--- src/logic/lmac_pkg.sv ---
// Constants for the long-mode activation control block
package lmac_pkg;
  // ----------------------------------------------------------------
  // Register byte offsets
  // ----------------------------------------------------------------
  localparam logic [7:0] OFS_PAGING   = 8'h00;
  localparam logic [7:0] OFS_ADDR_EXT = 8'h04;
  localparam logic [7:0] OFS_LM_EN    = 8'h08;
  localparam logic [7:0] OFS_CODE     = 8'h0C;
  localparam logic [7:0] OFS_STATUS   = 8'h10;
  localparam logic [7:0] OFS_PMB_LO   = 8'h14;
  localparam logic [7:0] OFS_PMB_HI   = 8'h18;
  localparam logic [7:0] OFS_TBL_BASE = 8'h20;
  localparam logic [7:0] OFS_TBL_LAST = 8'h2C;
  localparam logic [7:0] OFS_INT_STAT = 8'h30;
  localparam logic [7:0] OFS_INT_CLR  = 8'h34;
  localparam logic [7:0] OFS_INT_EN   = 8'h38;
  localparam logic [7:0] OFS_FAULT    = 8'h3C;
  // ----------------------------------------------------------------
  // Field positions
  // ----------------------------------------------------------------
  localparam int CTRL_BIT       = 0;
  localparam int ST_ACTIVE_BIT  = 0;
  localparam int ST_LEGACY_BIT  = 1;
  localparam int ST_GATE64_BIT  = 2;
  localparam int EV_FAULT_BIT   = 0;
  localparam int EV_ACT_BIT     = 1;
  localparam int EV_DEACT_BIT   = 2;
  localparam int EV_W           = 3;
  localparam int CAUSE_W        = 4;
  localparam int ERRCODE_LSB    = 16;
  // ----------------------------------------------------------------
  // Reset and fixed values
  // ----------------------------------------------------------------
  localparam logic [15:0] FAULT_CODE  = 16'h0000;
  localparam logic [31:0] RST_WORD    = 32'h0000_0000;
  localparam logic [31:0] UNMAPPED    = 32'h0000_0000;
endpackage

--- src/logic/lmac_top.sv ---
// Long-mode activation control with APB register access
//
// Implementation choices: the APB slave port and the register addresses.
`timescale 1ns/100ps
module lmac_top (
  // Clock and reset
  input  wire logic        clk,
  input  wire logic        arst_n,
  // APB slave
  input  wire logic        psel,
  input  wire logic        penable,
  input  wire logic        pwrite,
  input  wire logic [7:0]  paddr,
  input  wire logic [31:0] pwdata,
  output logic      [31:0] prdata,
  output logic             pready,
  output logic             pslverr,
  // Mode outputs
  output logic             long_mode_active,
  output logic             gate64_fetch,
  output logic             legacy32_mode,
  output logic             general_protection_fault,
  output logic             irq
);
  // ----------------------------------------------------------------
  // Bus slave
  // ----------------------------------------------------------------
  logic        pready_q;
  logic        pslverr_q;
  logic [31:0] prdata_q;
  logic [31:0] rd_word;
  logic        mapped;
  logic        acc;
  logic        wr;

  // Write or read completes on the second access cycle
  assign acc = psel & penable & pready_q;
  assign wr  = acc & pwrite;

  // One wait state, answer registered
  always_ff @(posedge clk or negedge arst_n) begin
    if (!arst_n) begin
      pready_q  <= 1'b0;
      pslverr_q <= 1'b0;
      prdata_q  <= lmac_pkg::RST_WORD;
    end else begin
      pready_q  <= psel & penable & ~pready_q;
      pslverr_q <= psel & penable & ~pready_q & ~mapped;
      if (psel & penable & ~pready_q) begin
        prdata_q <= pwrite ? lmac_pkg::RST_WORD : rd_word;
      end
    end
  end

  // ----------------------------------------------------------------
  // Control bits and consistency checks
  // ----------------------------------------------------------------
  logic               page_q;
  logic               ext_q;
  logic               en_q;
  logic               csl_q;
  logic               act_q;
  logic               act_d;
  logic               d_bit;
  logic               wr_page;
  logic               wr_ext;
  logic               wr_en;
  logic               f_en;
  logic               f_no_ext;
  logic               f_csl;
  logic               f_ext_clr;
  logic               fault;
  logic [lmac_pkg::CAUSE_W-1:0] cause_q;

  assign d_bit   = pwdata[lmac_pkg::CTRL_BIT];
  assign wr_page = wr & (paddr == lmac_pkg::OFS_PAGING);
  assign wr_ext  = wr & (paddr == lmac_pkg::OFS_ADDR_EXT);
  assign wr_en   = wr & (paddr == lmac_pkg::OFS_LM_EN);

  // Checks judged on every write to a watched bit
  assign f_en      = wr_en & (d_bit != en_q) & page_q;
  assign f_no_ext  = wr_page & ~page_q & d_bit & en_q & ~ext_q;
  assign f_csl     = wr_page & ~page_q & d_bit & en_q & csl_q;
  assign f_ext_clr = wr_ext & ext_q & ~d_bit & act_q;
  assign fault     = f_en | f_no_ext | f_csl | f_ext_clr;

  // Active state follows paging transitions
  always_comb begin
    act_d = act_q;
    if (wr_page & ~fault) begin
      if (~d_bit) begin
        act_d = 1'b0;
      end else if (~page_q & en_q) begin
        act_d = 1'b1;
      end
    end
  end

  // Control bits update only when no check fails
  always_ff @(posedge clk or negedge arst_n) begin
    if (!arst_n) begin
      page_q <= 1'b0;
      ext_q  <= 1'b0;
      en_q   <= 1'b0;
      csl_q  <= 1'b0;
      act_q  <= 1'b0;
    end else begin
      act_q <= act_d;
      if (wr_page & ~fault) begin
        page_q <= d_bit;
      end
      if (wr_ext & ~fault) begin
        ext_q <= d_bit;
      end
      if (wr_en & ~fault) begin
        en_q <= d_bit;
      end
      if (wr & (paddr == lmac_pkg::OFS_CODE)) begin
        csl_q <= d_bit;
      end
    end
  end

  // Fault cause of the last failed write
  always_ff @(posedge clk or negedge arst_n) begin
    if (!arst_n) begin
      cause_q <= '0;
    end else if (fault) begin
      cause_q <= {f_ext_clr, f_csl, f_no_ext, f_en};
    end
  end

  // ----------------------------------------------------------------
  // Page-map base and descriptor-table registers
  // ----------------------------------------------------------------
  logic [31:0] pmb_lo_q;
  logic [31:0] pmb_hi_q;
  logic [31:0] tbl_q [4];
  logic        tbl_hit;

  assign tbl_hit = (paddr >= lmac_pkg::OFS_TBL_BASE) & (paddr <= lmac_pkg::OFS_TBL_LAST);

  // Upper half held at zero until long mode is active
  always_ff @(posedge clk or negedge arst_n) begin
    if (!arst_n) begin
      pmb_lo_q <= lmac_pkg::RST_WORD;
      pmb_hi_q <= lmac_pkg::RST_WORD;
    end else if (wr & (paddr == lmac_pkg::OFS_PMB_LO)) begin
      pmb_lo_q <= pwdata;
      if (~act_q) begin
        pmb_hi_q <= lmac_pkg::RST_WORD;
      end
    end else if (wr & (paddr == lmac_pkg::OFS_PMB_HI) & act_q) begin
      pmb_hi_q <= pwdata;
    end
  end

  // Table registers change only by software writes
  always_ff @(posedge clk or negedge arst_n) begin
    if (!arst_n) begin
      for (int i = 0; i < 4; i++) begin
        tbl_q[i] <= lmac_pkg::RST_WORD;
      end
    end else if (wr & tbl_hit) begin
      tbl_q[paddr[3:2]] <= pwdata;
    end
  end

  // ----------------------------------------------------------------
  // Events and interrupt
  // ----------------------------------------------------------------
  logic [lmac_pkg::EV_W-1:0] ev;
  logic [lmac_pkg::EV_W-1:0] int_stat_q;
  logic [lmac_pkg::EV_W-1:0] int_stat_d;
  logic [lmac_pkg::EV_W-1:0] int_en_q;
  logic [lmac_pkg::EV_W-1:0] clr;
  logic                      irq_q;
  logic                      fault_q;

  assign ev[lmac_pkg::EV_FAULT_BIT] = fault;
  assign ev[lmac_pkg::EV_ACT_BIT]   = act_d & ~act_q;
  assign ev[lmac_pkg::EV_DEACT_BIT] = ~act_d & act_q;
  assign clr = (wr & (paddr == lmac_pkg::OFS_INT_CLR)) ? pwdata[lmac_pkg::EV_W-1:0] : '0;
  // Set wins over a clear in the same cycle
  assign int_stat_d = (int_stat_q & ~clr) | ev;

  // Sticky status, enable and level interrupt
  always_ff @(posedge clk or negedge arst_n) begin
    if (!arst_n) begin
      int_stat_q <= '0;
      int_en_q   <= '0;
      irq_q      <= 1'b0;
      fault_q    <= 1'b0;
    end else begin
      int_stat_q <= int_stat_d;
      fault_q    <= fault;
      if (wr & (paddr == lmac_pkg::OFS_INT_EN)) begin
        int_en_q <= pwdata[lmac_pkg::EV_W-1:0];
      end
      irq_q <= |(int_stat_d & ((wr & (paddr == lmac_pkg::OFS_INT_EN)) ?
               pwdata[lmac_pkg::EV_W-1:0] : int_en_q));
    end
  end

  // ----------------------------------------------------------------
  // Mode outputs
  // ----------------------------------------------------------------
  logic gate64_q;
  logic legacy_q;

  // Gate format and legacy behaviour track the active state
  always_ff @(posedge clk or negedge arst_n) begin
    if (!arst_n) begin
      gate64_q <= 1'b0;
      legacy_q <= 1'b1;
    end else begin
      gate64_q <= act_d;
      legacy_q <= ~act_d;
    end
  end

  // ----------------------------------------------------------------
  // Read decode
  // ----------------------------------------------------------------
  always_comb begin
    rd_word = lmac_pkg::UNMAPPED;
    mapped  = 1'b1;
    if (tbl_hit) begin
      rd_word = tbl_q[paddr[3:2]];
    end else begin
      case (paddr)
        lmac_pkg::OFS_PAGING:   rd_word[lmac_pkg::CTRL_BIT] = page_q;
        lmac_pkg::OFS_ADDR_EXT: rd_word[lmac_pkg::CTRL_BIT] = ext_q;
        lmac_pkg::OFS_LM_EN:    rd_word[lmac_pkg::CTRL_BIT] = en_q;
        lmac_pkg::OFS_CODE:     rd_word[lmac_pkg::CTRL_BIT] = csl_q;
        lmac_pkg::OFS_STATUS: begin
          rd_word[lmac_pkg::ST_ACTIVE_BIT] = act_q;
          rd_word[lmac_pkg::ST_LEGACY_BIT] = legacy_q;
          rd_word[lmac_pkg::ST_GATE64_BIT] = gate64_q;
        end
        lmac_pkg::OFS_PMB_LO:   rd_word = pmb_lo_q;
        lmac_pkg::OFS_PMB_HI:   rd_word = pmb_hi_q;
        lmac_pkg::OFS_INT_STAT: rd_word[lmac_pkg::EV_W-1:0] = int_stat_q;
        lmac_pkg::OFS_INT_CLR:  rd_word = lmac_pkg::UNMAPPED;
        lmac_pkg::OFS_INT_EN:   rd_word[lmac_pkg::EV_W-1:0] = int_en_q;
        lmac_pkg::OFS_FAULT: begin
          rd_word[lmac_pkg::CAUSE_W-1:0] = cause_q;
          rd_word[31:lmac_pkg::ERRCODE_LSB] = lmac_pkg::FAULT_CODE;
        end
        default:                mapped = 1'b0;
      endcase
    end
  end

  // Outputs straight from flops
  assign prdata                   = prdata_q;
  assign pready                   = pready_q;
  assign pslverr                  = pslverr_q;
  assign long_mode_active         = act_q;
  assign gate64_fetch             = gate64_q;
  assign legacy32_mode            = legacy_q;
  assign general_protection_fault = fault_q;
  assign irq                      = irq_q;
endmodule

--- config.mk ---
export PLATFORM = sky130hd
export DESIGN_NAME = lmac_top
export DESIGN_NICKNAME = d
export VERILOG_FILES = /design/src/logic/lmac_pkg.sv /design/src/logic/lmac_top.sv
export SDC_FILE = /design/constraint.sdc
export NUM_CORES = 1
export LEC_CHECK = 0
export BUFFER_PORTS_ARGS = -buffer_cell sky130_fd_sc_hd__buf_2
export CAP_MARGIN = 20
export CORE_ASPECT_RATIO = 0.6
export CORE_MARGIN = 2
export CORE_UTILIZATION = 60
export DETAILED_ROUTE_END_ITERATION = 16
export GPL_TIMING_DRIVEN = 1
export PLACE_DENSITY = 0.8
export SLEW_MARGIN = 5
export SYNTH_ARGS = -nofsm -noshare
export SYNTH_HDL_FRONTEND = slang
export SYNTH_SLANG_ARGS = --single-unit
--- constraint.sdc ---
create_clock -name clk -period 1.9 [get_ports clk]
set_clock_uncertainty 0.1 [all_clocks]
set_input_delay 0.19 -clock clk [delete_from_list [all_inputs] [get_ports clk]]
set_output_delay 0.19 -clock clk [all_outputs]
set_load 0.01 [all_outputs]
==> summary.txt, run 1 <==
Yosys
  • Number of flops mapped to enable cells by yosys: 0
  • Share of the synthesized area in the top cell type: 0.555
  • Primary FF master, synth: dfrtp_1
  • Count of different cell masters after synthesis: 61
  • Seq/Total Area, Yosys: 0.558
  • Most common cell in the netlist: dfrtp_1
  • Async SR Flop Fraction: 1.00
  • Post-Synthesis Cell Area: 10900 um2
  • Top cells by area, synth: dfrtp_1 56%, mux2_2 14%, mux4_2 6.8%, a22o_1 4.6%, mux2_4 4.1%
  • Post-synth top cells: 243 x dfrtp_1, 138 x mux2_2, 58 x a22o_1, 42 x nand2_1, 33 x mux4_2
  • Yosys top cell by area: dfrtp_1
  • Avg Cell Area, Syn: 14.3 um2
  • Synth Register Bits: 244
  • Post-Syn Instances: 765
  • Yosys warns: 0
  • Syn nets: 810

Placement
  • Worst slack, placed: -0.344 ns
  • Detailed placer's ending HPWL: 16800 um
  • Routability cong.: 0.860
  • Input/output buffers: 83

Worst setup path
  • Worst setup EP type: flop
  • Setup Crit Path Kind: reg2reg
  • Critical path startpoint category: flop
  • R2R Setup Slk: -0.06 ns
  • Critical Path RT: 2.20 ns
  • CP Max Fanout: 7
  • Reg2reg end: tbl_q[92]
  • Worst R2R Start: pready
  • Reg2reg path depth: 7
  • Crit path DAT: 2.26 ns

Route
  • Antenna-violating nets left: 0
  • Detailed-route via count: 7581
  • Wirelength per Cell: 24.5 um
  • Drt drc: 0
  • DR iter-0 viols: 666
  • Vias per cell: 6.40
  • Total Wirelength: 29000 um
  • DR pass1 iterations: 5

Clock network
  • Latest clock arrival within the worst-skew pair: 0.53 ns
  • CTS Buf Count: 23
  • H-tree depth: 1
  • Root buf cell: clkbuf_16
  • Clk sink count: 244
  • Maximum clock path buffer count: 3
  • Clock-pin slew on the worst setup and hold paths: 0.06 ns
  • CTS tree: yes

Cells and area
  • Ratio of cells with drive above 1 in the final layout: 0.444
  • Synthesis-to-layout area growth: 22.3%
  • Fillers: 1123
  • Fin nets: 971

Power
  • Power share of the clock group: 0.455
  • PD cells: 799 nW/um2
  • Lkg Pwr: 6.67 nW
  • Switching share of power: 0.228
  • Internal Power: 0.00827 W
  • Net Sw Power: 0.00244 W
  • Seq pwr share: 0.491
  • Gate power share: 0.054
  • Worst VDD drop: 682 uV

Die
  • Die W: 178 um
  • Site row count: 38
  • Core Footprint: 18000 um2
  • Initial core utilization: 0.609
  • DIE HEIGHT: 109 um
  • Die area: 19400 um2
  • Io pins: 84

STA
  • RSZ-0062 raised after global routing: yes
  • Setup violators final: 22
  • Achievable Freq: 510 MHz
  • Min cycle time layout: 1.96 ns
  • Final WS setup: -0.0601 ns
  • Period Utilization, post-route: 1.03
  • Worst-Margin Slew: 0.470 ns
  • Slew margin rel.: 0.686
  • Final hold vios: 0
  • Max-slew violations: 0
  • Setup TNS: -0.788 ns

Worst hold path
  • Hold depth: 4
  • HP Class: in2reg
  • Hold_sp: penable
  • Hold path endpoint: prdata[0]

Job
  • Max_cap viols: 0

Global route
  • First-pass GRT wire length: 43800 um
  • GRT Overall Usage: 0.297
  • Global route overflow: 0
  • Largest net degree at the start of global routing: 58
  • Vias in the first global route: 7887
  • Initial antenna violation count: 0

Status
  • Outcome: finished, violations left
  • Failing checks: negative setup slack
-- worst max path at each step --
| stage | slack, ns | start | endpoint | cells after the start |
|---|---|---|---|---|
| floorplan | -0.07 | paddr[5] | pmb_lo_q[10] | 6 |
| global placement | -0.33 | paddr[3] | pmb_lo_q[17] | 5 |
| detailed placement | -0.34 | paddr[3] | pmb_hi_q[2] | 7 |
| CTS | -0.01 | pready | tbl_q[14] | 5 |
| global route | -0.06 | pready | tbl_q[86] | 7 |
| finish | -0.06 | pready | tbl_q[92] | 7 |
-- flip-flops by register name, summed over array words and instances (netlist names) --
signal / cells
pmb_hi_q: 32
prdata: 32
int_en_q: 3
page_q: 1
general_protection_fault: 1
pready: 1
tbl_q: 128
legacy32_mode: 1
en_q: 1
ext_q: 1
csl_q: 1
irq: 1
gate64_fetch: 1
int_stat_q: 3
cause_q: 4
pslverr: 1
pmb_lo_q: 32
-- what timing repair did --
action                     in CTS  in global routing
cloned                          1                  6
setup endpoints to repair      66                117
hold endpoints to repair      430                  0
buffers inserted                0                  4
pin swaps                       2                  5
gates resized for setup         5                 32
hold buffers                   33                  0
-- layout make-up --
class	count	area (um2)	share of cell area
diodes	1	2.50	0.000187
clock buffers	28	634	0.0474
multi-input cells	464	4590	0.343
clock inverters	14	158	0.0118
inverters	6	22.5	0.00168
repair buffers	187	1570	0.117
flip-flops and latches	244	6110	0.456
well taps	240	300	0.0224
-- power groups by stage --
stage                     clock [W]  combinational [W]  sequential [W]
after floorplan                   0           0.000184         0.00535
after global placement            0           0.000492         0.00535
after detailed placement          0           0.000514         0.00535
after CTS                   0.00489           0.000572         0.00525
after global routing        0.00514           0.000632         0.00525
final                       0.00487           0.000579         0.00525
-- critical path: stages, from the launching register on --
cell and delay (ns):
dfrtp_1 0.37, nand4_1 0.22, nor3_1 0.24, buf_4 0.17, nand3b_1 0.09, buf_6 0.17, clkbuf_16 0.18, mux2_2 0.28
-- logic make-up (layout without fill, tap and decap cells) --
kind of cell,Yosys count,after routing,synth area share
mux,204,204,0.254
buf+inv,58,235,0.0344
simple gates,108,109,0.0559
other cells,0,1,0
xor+xnor,1,1,0.000800
compound gates,150,150,0.0974
flops,244,244,0.558
-- cell usage in the layout, fill, tap and decap left out, types with 3 or more instances in the layout --
cell           count
a21oi_1           30
a22o_1            58
a22oi_1            6
a32o_1             3
and2_1             3
buf_12            15
buf_2             82
buf_4             46
buf_6              5
bufinv_16          3
clkbuf_16         27
clkbuf_8           4
clkinv_2           7
dfrtp_1          243
dlygate4sd3_1     33
inv_1              6
mux2_2           113
mux2_4            55
mux4_2            33
nand2_1           42
nand3_1           10
nand4_1            4
nor2_1            13
nor2b_1            4
nor4_1             3
o21ai_0           32
or2_2              4
-- routing by layer --
layer,GRT usage,vias to the layer above,wire (um)
li1,-,3190,-
met1,0.428,3984,12700
met2,0.473,355,13500
met3,0.0642,52,2260
met4,0.0662,0,554
met5,0,-,0
-- stage by stage --
stage / cell area (um2) / utilization / power, W / hold WS [ns] / cells
2_1_floorplan: 11000 / - / 0.00553 / -0.206 / 765
3_3_place_gp: 11900 / 0.664 / 0.00584 / 0.0332 / 1097
3_5_place_dp: 11900 / 0.664 / 0.00587 / 0.0437 / 1097
4_1_cts: 13100 / 0.728 / 0.0107 / 0.0496 / 1173
5_1_grt: 13400 / 0.745 / 0.0110 / 0.0865 / 1183
6_report: 13400 / 0.745 / 0.0107 / 0.0691 / 1184
No activity file was read; power rests on OpenSTA's default activity.
==> run 2: changes to the inputs <==
ABC_AREA = 1   (was unset)
==> run 2 against run 1 <==
The flow now finishes without violations. Via count grew 17%. Register-to-register slack gained 0.18 ns. Design area shrank 6.9%. First-iteration DRC count grew 30%. Non-clock buffer count shrank 16. Critical path depth grew 2. Worst hold slack gained 0.0090 ns. Largest power group unchanged.
==> summary.txt, run 2 <==
Status
  • Outcome: finished clean

Cells and area
  • Ant diodes: 0
  • Ratio of cells with drive above 1 in the final layout: 0.150
  • Synthesis-to-layout area growth: 20.4%
  • Top reg by flops: tbl_q
  • Fillers: 1271
  • Post-Layout Cell Count: 1515
  • Post-route cell area: 12500 um2
  • Most frequent cells in the layout: 295 x nand2_1, 243 x dfrtp_1, 201 x o21ai_0, 96 x o22ai_1, 87 x inv_1
  • Largest register FFs: 128
  • Commonest non-fill, non-tap cell in the layout: nand2_1
  • Fin nets: 1312

Worst setup path
  • Crit path cell chain: nand2_1 > nor2_2 > buf_12 > nand4_1 > nand2_1 > nor2_4 > nand2_1 > o21a_1 > inv_1
  • CP bufs+invs: 2
  • Critical Path RT: 2.20 ns
  • Worst setup EP type: flop
  • Setup Crit Path Kind: reg2reg
  • CP most frequent cell: nand2_1
  • CP delay by family, top: simple AND/OR/NAND/NOR gates
  • Crit path DAT: 2.08 ns
  • Critical path startpoint category: flop
  • CP Max Fanout: 13
  • Slowest-stage cell, CP: dfrtp_1
  • Max stage delay on crit path: 0.36 ns

Yosys
  • Share of the synthesized area in the top cell type: 0.587
  • Yosys top cell by area: dfrtp_1
  • Yosys warns: 0
  • Most common cell in the netlist: nand2_1
  • Async SR Flop Fraction: 1.00
  • Primary FF master, synth: dfrtp_1
  • Post-Synthesis Cell Area: 10400 um2
  • Top cells by area, synth: dfrtp_1 59%, nand2_1 11%, o21ai_0 9.7%, o22ai_1 5.8%, inv_1 3.2%
  • Count of different cell masters after synthesis: 32
  • Post-Syn Instances: 1142
  • Seq/Total Area, Yosys: 0.590
  • Post-synth top cells: 295 x nand2_1, 243 x dfrtp_1, 201 x o21ai_0, 96 x o22ai_1, 87 x inv_1
  • Syn nets: 1187
  • Number of flops mapped to enable cells by yosys: 0
  • Avg Cell Area, Syn: 9.07 um2
  • Synth Register Bits: 244

Power
  • Pwr Total: 0.0104 W
  • PD cells: 833 nW/um2
  • Seq pwr share: 0.509
  • Worst VDD drop: 644 uV
  • Net Sw Power: 0.00238 W
  • Power share of the clock group: 0.426
  • Gate power share: 0.065
  • Switching share of power: 0.229
  • Internal Power: 0.00801 W
  • Lkg Pwr: 6.14 nW

Route
  • Antenna-violating nets left: 0
  • Detailed-route via count: 8906
  • DR pass1 iterations: 5
  • Total Wirelength: 27800 um
  • Drt drc: 0
  • Wirelength per Cell: 18.3 um
  • DR iter-0 viols: 868
  • Vias per cell: 5.88

Clock network
  • CTS Buf Count: 22
  • Latest clock arrival within the worst-skew pair: 0.51 ns
  • Clock-pin slew on the worst setup and hold paths: 0.07 ns
  • CTS tree: yes
  • Maximum clock path buffer count: 3
  • Post CTS Setup Buffer Count: 0
  • Clk sink count: 244
  • Root buf cell: clkbuf_16
  • H-tree depth: 1

Placement
  • Input/output buffers: 83
  • Routability cong.: 0.949
  • Detailed placer's ending HPWL: 16400 um
  • DP Area: 11400 um2
  • Dpl cells: 1441
  • Worst slack, placed: 0.0226 ns

STA
  • Max-slew violations: 0
  • Fin Hold WS: 0.0780 ns
  • Slew margin rel.: 0.663
  • Achievable Freq: 561 MHz
  • Period Utilization, post-route: 0.938
  • Setup violators final: 0
  • Final hold vios: 0
  • Final WS setup: 0.118 ns
  • Min cycle time layout: 1.78 ns
  • Worst-Margin Slew: 0.505 ns

Die
  • Site row count: 37
  • Die W: 174 um
  • Die area: 18400 um2
  • Initial core utilization: 0.608
  • Core Footprint: 17000 um2
  • DIE HEIGHT: 106 um
  • Io pins: 84

Global route
  • Global route overflow: 0
  • Initial antenna violation count: 0
  • First-pass GRT wire length: 46000 um
  • GRT Overall Usage: 0.312
  • Vias in the first global route: 8871
  • Largest net degree at the start of global routing: 65

Worst hold path
  • HP Class: in2async

Job
  • Max_cap viols: 0
## run 2: what timing repair did
| item | 4_1_cts | 5_1_grt |
|---|---|---|
| hold buffers | 36 | 0 |
| endpoints found under the hold margin | 422 | 0 |
| endpoints found under the setup margin | 0 | 1 |
| resized for setup | 0 | 1 |
## run 2: power groups by stage
stage	clock [W]	sequential (W)	combinational (W)
2_1_floorplan	0	0.00539	0.000258
3_3_place_gp	0	0.00538	0.000599
3_5_place_dp	0	0.00539	0.000612
4_1_cts	0.00448	0.00529	0.000674
5_1_grt	0.00470	0.00529	0.000747
6_report	0.00442	0.00529	0.000673
## run 2: final timing paths
path,cells past startpoint,startpoint,slack (ns),end
min reg2reg,2,prdata[9],0.38,prdata[9]
max,9,pready,0.12,gate64_fetch
min in group clk,4,paddr[4],0.12,pslverr
max reg2reg,9,pready,0.12,gate64_fetch
max in group asynchronous,3,arst_n,0.89,tbl_q[93]
min,2,arst_n,0.08,prdata[12]
## run 2: worst reg2reg max path, stage by stage (launching register included)
cell	delay, ns
dfrtp_1	0.36
nand2_1	0.07
nor2_2	0.23
buf_12	0.20
nand4_1	0.13
nand2_1	0.15
nor2_4	0.08
nand2_1	0.15
o21a_1	0.17
inv_1	0.04
## run 2: cells by family after synthesis
logic type,after synthesis,share of synthesized area
DFF,244,0.590
and+or+nand+nor,390,0.159
AOI/OAI and AO/OA,345,0.188
buffers and inverters,163,0.0631
## run 2: layout make-up
type / count / area [um2] / area share
inverters: 93 / 349 / 0.0280
clock inverters: 7 / 66.3 / 0.00532
clock buffers: 31 / 646 / 0.0518
well taps: 234 / 293 / 0.0235
repair buffers: 171 / 1400 / 0.112
multi-input cells: 735 / 3610 / 0.289
flip-flops and latches: 244 / 6110 / 0.490
## run 2: routing by layer
layer / GRT usage / vias up / wire length (um)
met5: 0 / - / 0
met4: 0.0738 / 0 / 556
met3: 0.0519 / 47 / 2120
met2: 0.487 / 390 / 12700
met1: 0.463 / 4354 / 12400
li1: - / 4115 / -
## run 2: through the flow
stage | util | TNS, ns
floorplan | - | 0
global placement | 0.669 | -0.0119
detailed placement | 0.669 | 0
CTS | 0.732 | 0
global route | 0.732 | -0.00746
finish | 0.732 | 0
==> run 3: changes to the inputs <==
MAX_ROUTING_LAYER = met4   (was unset)
==> run 3 against run 2 <==
First-iteration DRC count rose by 14%. Final cell count unchanged. Global-route usage up 0.79 points. Die area unchanged. Maximum frequency grew 0.16%. Wire length shrank 0.76%. Worst setup slack better by 0.0028 ns. Non-clock buffer count fell by 1. Clock power is 2% lower. Critical endpoint is now tbl_q[46].
==> summary.txt, run 3 (synthesized netlist as in run 2, its figures left out) <==
STA
  • Final hold vios: 0
  • Period Utilization, post-route: 0.936
  • Setup violators final: 0
  • Slew margin rel.: 0.648
  • Achievable Freq: 562 MHz
  • Worst-Margin Slew: 0.529 ns
  • Max-slew violations: 0
  • RSZ-0062 raised after global routing: no
  • Setup TNS: 0 ns
  • Min cycle time layout: 1.78 ns

Power
  • Net Sw Power: 0.00240 W
  • PD cells: 828 nW/um2
  • Switching share of power: 0.233
  • Power share of the clock group: 0.422
  • Internal Power: 0.00790 W
  • Gate power share: 0.065
  • Worst VDD drop: 800 uV
  • Seq pwr share: 0.513
  • Lkg Pwr: 6.12 nW

Die
  • Die area: 18400 um2
  • DIE HEIGHT: 106 um
  • Die W: 174 um
  • Io pins: 84
  • Site row count: 37
  • Core Footprint: 17000 um2
  • Initial core utilization: 0.608

Global route
  • Global route overflow: 0
  • First-pass GRT wire length: 45500 um
  • Largest net degree at the start of global routing: 65
  • GRT Overall Usage: 0.320
  • Initial antenna violation count: 0
  • Vias in the first global route: 8665

Cells and area
  • Most frequent cells in the layout: 295 x nand2_1, 243 x dfrtp_1, 201 x o21ai_0, 96 x o22ai_1, 87 x inv_1
  • Post-route cell area: 12400 um2
  • Ratio of cells with drive above 1 in the final layout: 0.151
  • Synthesis-to-layout area growth: 20.2%
  • Fin nets: 1311
  • Largest register FFs: 128
  • Fillers: 1294
  • Ant diodes: 0
  • Reg area: 6110 um2
  • Top reg by flops: tbl_q
  • Commonest non-fill, non-tap cell in the layout: nand2_1
  • Area of the multi-input gates: 3610 um2

Placement
  • Input/output buffers: 83
  • Detailed placer's ending HPWL: 16200 um
  • DP Area: 11400 um2
  • Routability cong.: 0.996

Route
  • DR iter-0 viols: 988
  • Detailed-route via count: 8909
  • DR pass1 iterations: 7
  • Vias per cell: 5.88
  • Drt drc: 0
  • Total Wirelength: 27600 um
  • Antenna-violating nets left: 0
  • Wirelength per Cell: 18.2 um

Worst setup path
  • Worst R2R Start: pready
  • Setup Crit Path Kind: reg2reg
  • Critical path startpoint category: flop
  • CP Max Fanout: 64
  • Reg2reg end: tbl_q[46]
  • Crit path DAT: 2.05 ns
  • Reg2reg path depth: 8
  • Critical Path RT: 2.17 ns
  • R2R Setup Slk: 0.12 ns
  • Worst setup EP type: flop

Clock network
  • Root buf cell: clkbuf_16
  • Latest clock arrival within the worst-skew pair: 0.51 ns
  • CTS tree: yes
  • Clock-pin slew on the worst setup and hold paths: 0.07 ns
  • H-tree depth: 1
  • Clk sink count: 244
  • CTS Buf Count: 22
  • Maximum clock path buffer count: 3

Job
  • Max_cap viols: 0

Worst hold path
  • HP Class: in2async

Status
  • Outcome: finished clean
[run 3: worst max-delay path, cell delays in order, from the launching register on]
cell,delay (ns)
dfrtp_1,0.36
nand2_1,0.11
nor2_4,0.15
buf_4,0.19
buf_4,0.20
nand3_4,0.09
buf_12,0.21
nand2_1,0.10
o21ai_0,0.10
[run 3: how the worst max path moves through the flow]
stage | start | end | slack (ns) | cells after the start
2_1_floorplan | pready | pmb_hi_q[2] | 0.18 | 8
3_3_place_gp | paddr[7] | prdata[0] | 0.004 | 10
3_5_place_dp | paddr[7] | prdata[0] | 0.007 | 10
4_1_cts | pready | tbl_q[6] | 0.13 | 8
5_1_grt | pready | irq | 0.003 | 10
6_report | pready | tbl_q[46] | 0.12 | 8
[run 3: power by group through the flow]
| stage | Combinational (W) | Clock [W] | Sequential (W) |
|---|---|---|---|
| 2_1_floorplan | 0.000258 | 0 | 0.00539 |
| 3_3_place_gp | 0.000595 | 0 | 0.00538 |
| 3_5_place_dp | 0.000607 | 0 | 0.00538 |
| 4_1_cts | 0.000669 | 0.00440 | 0.00529 |
| 5_1_grt | 0.000740 | 0.00462 | 0.00529 |
| 6_report | 0.000671 | 0.00435 | 0.00529 |
[run 3: stage by stage]
stage / utilization / setup slack [ns] / hold WS [ns] / total power (W) / std cells
floorplan: - / 0.184 / -0.206 / 0.00565 / 1142
global placement: 0.667 / 0.00449 / 0.0117 / 0.00598 / 1440
detailed placement: 0.667 / 0.00718 / 0.0146 / 0.00599 / 1440
CTS: 0.730 / 0.127 / 0.0805 / 0.0104 / 1515
global route: 0.730 / 0.00278 / 0.113 / 0.0107 / 1515
finish: 0.730 / 0.121 / 0.0847 / 0.0103 / 1515
[run 3: cell type report]
cell class | instances | area share
clock buffers | 31 | 0.0527
clock inverters | 8 | 0.00362
inverters | 93 | 0.0281
multi-input cells | 735 | 0.290
flip-flops and latches | 244 | 0.491
well taps | 234 | 0.0235
repair buffers | 170 | 0.111
[run 3: what timing repair did]
| item | 4_1_cts | 5_1_grt |
|---|---|---|
| hold buffers | 36 | 0 |
| endpoints found under the hold margin | 427 | 0 |
| gates resized for setup | 0 | 2 |
| setup buffers | 0 | 0 |
| setup endpoints to repair | 0 | 4 |
[run 3: metal layers]
metal | track usage | up-vias | wire, um
met5 | - | - | 0
met4 | 0.0792 | 0 | 565
met3 | 0.0498 | 59 | 2140
met2 | 0.477 | 384 | 12400
met1 | 0.466 | 4352 | 12500
li1 | - | 4114 | -
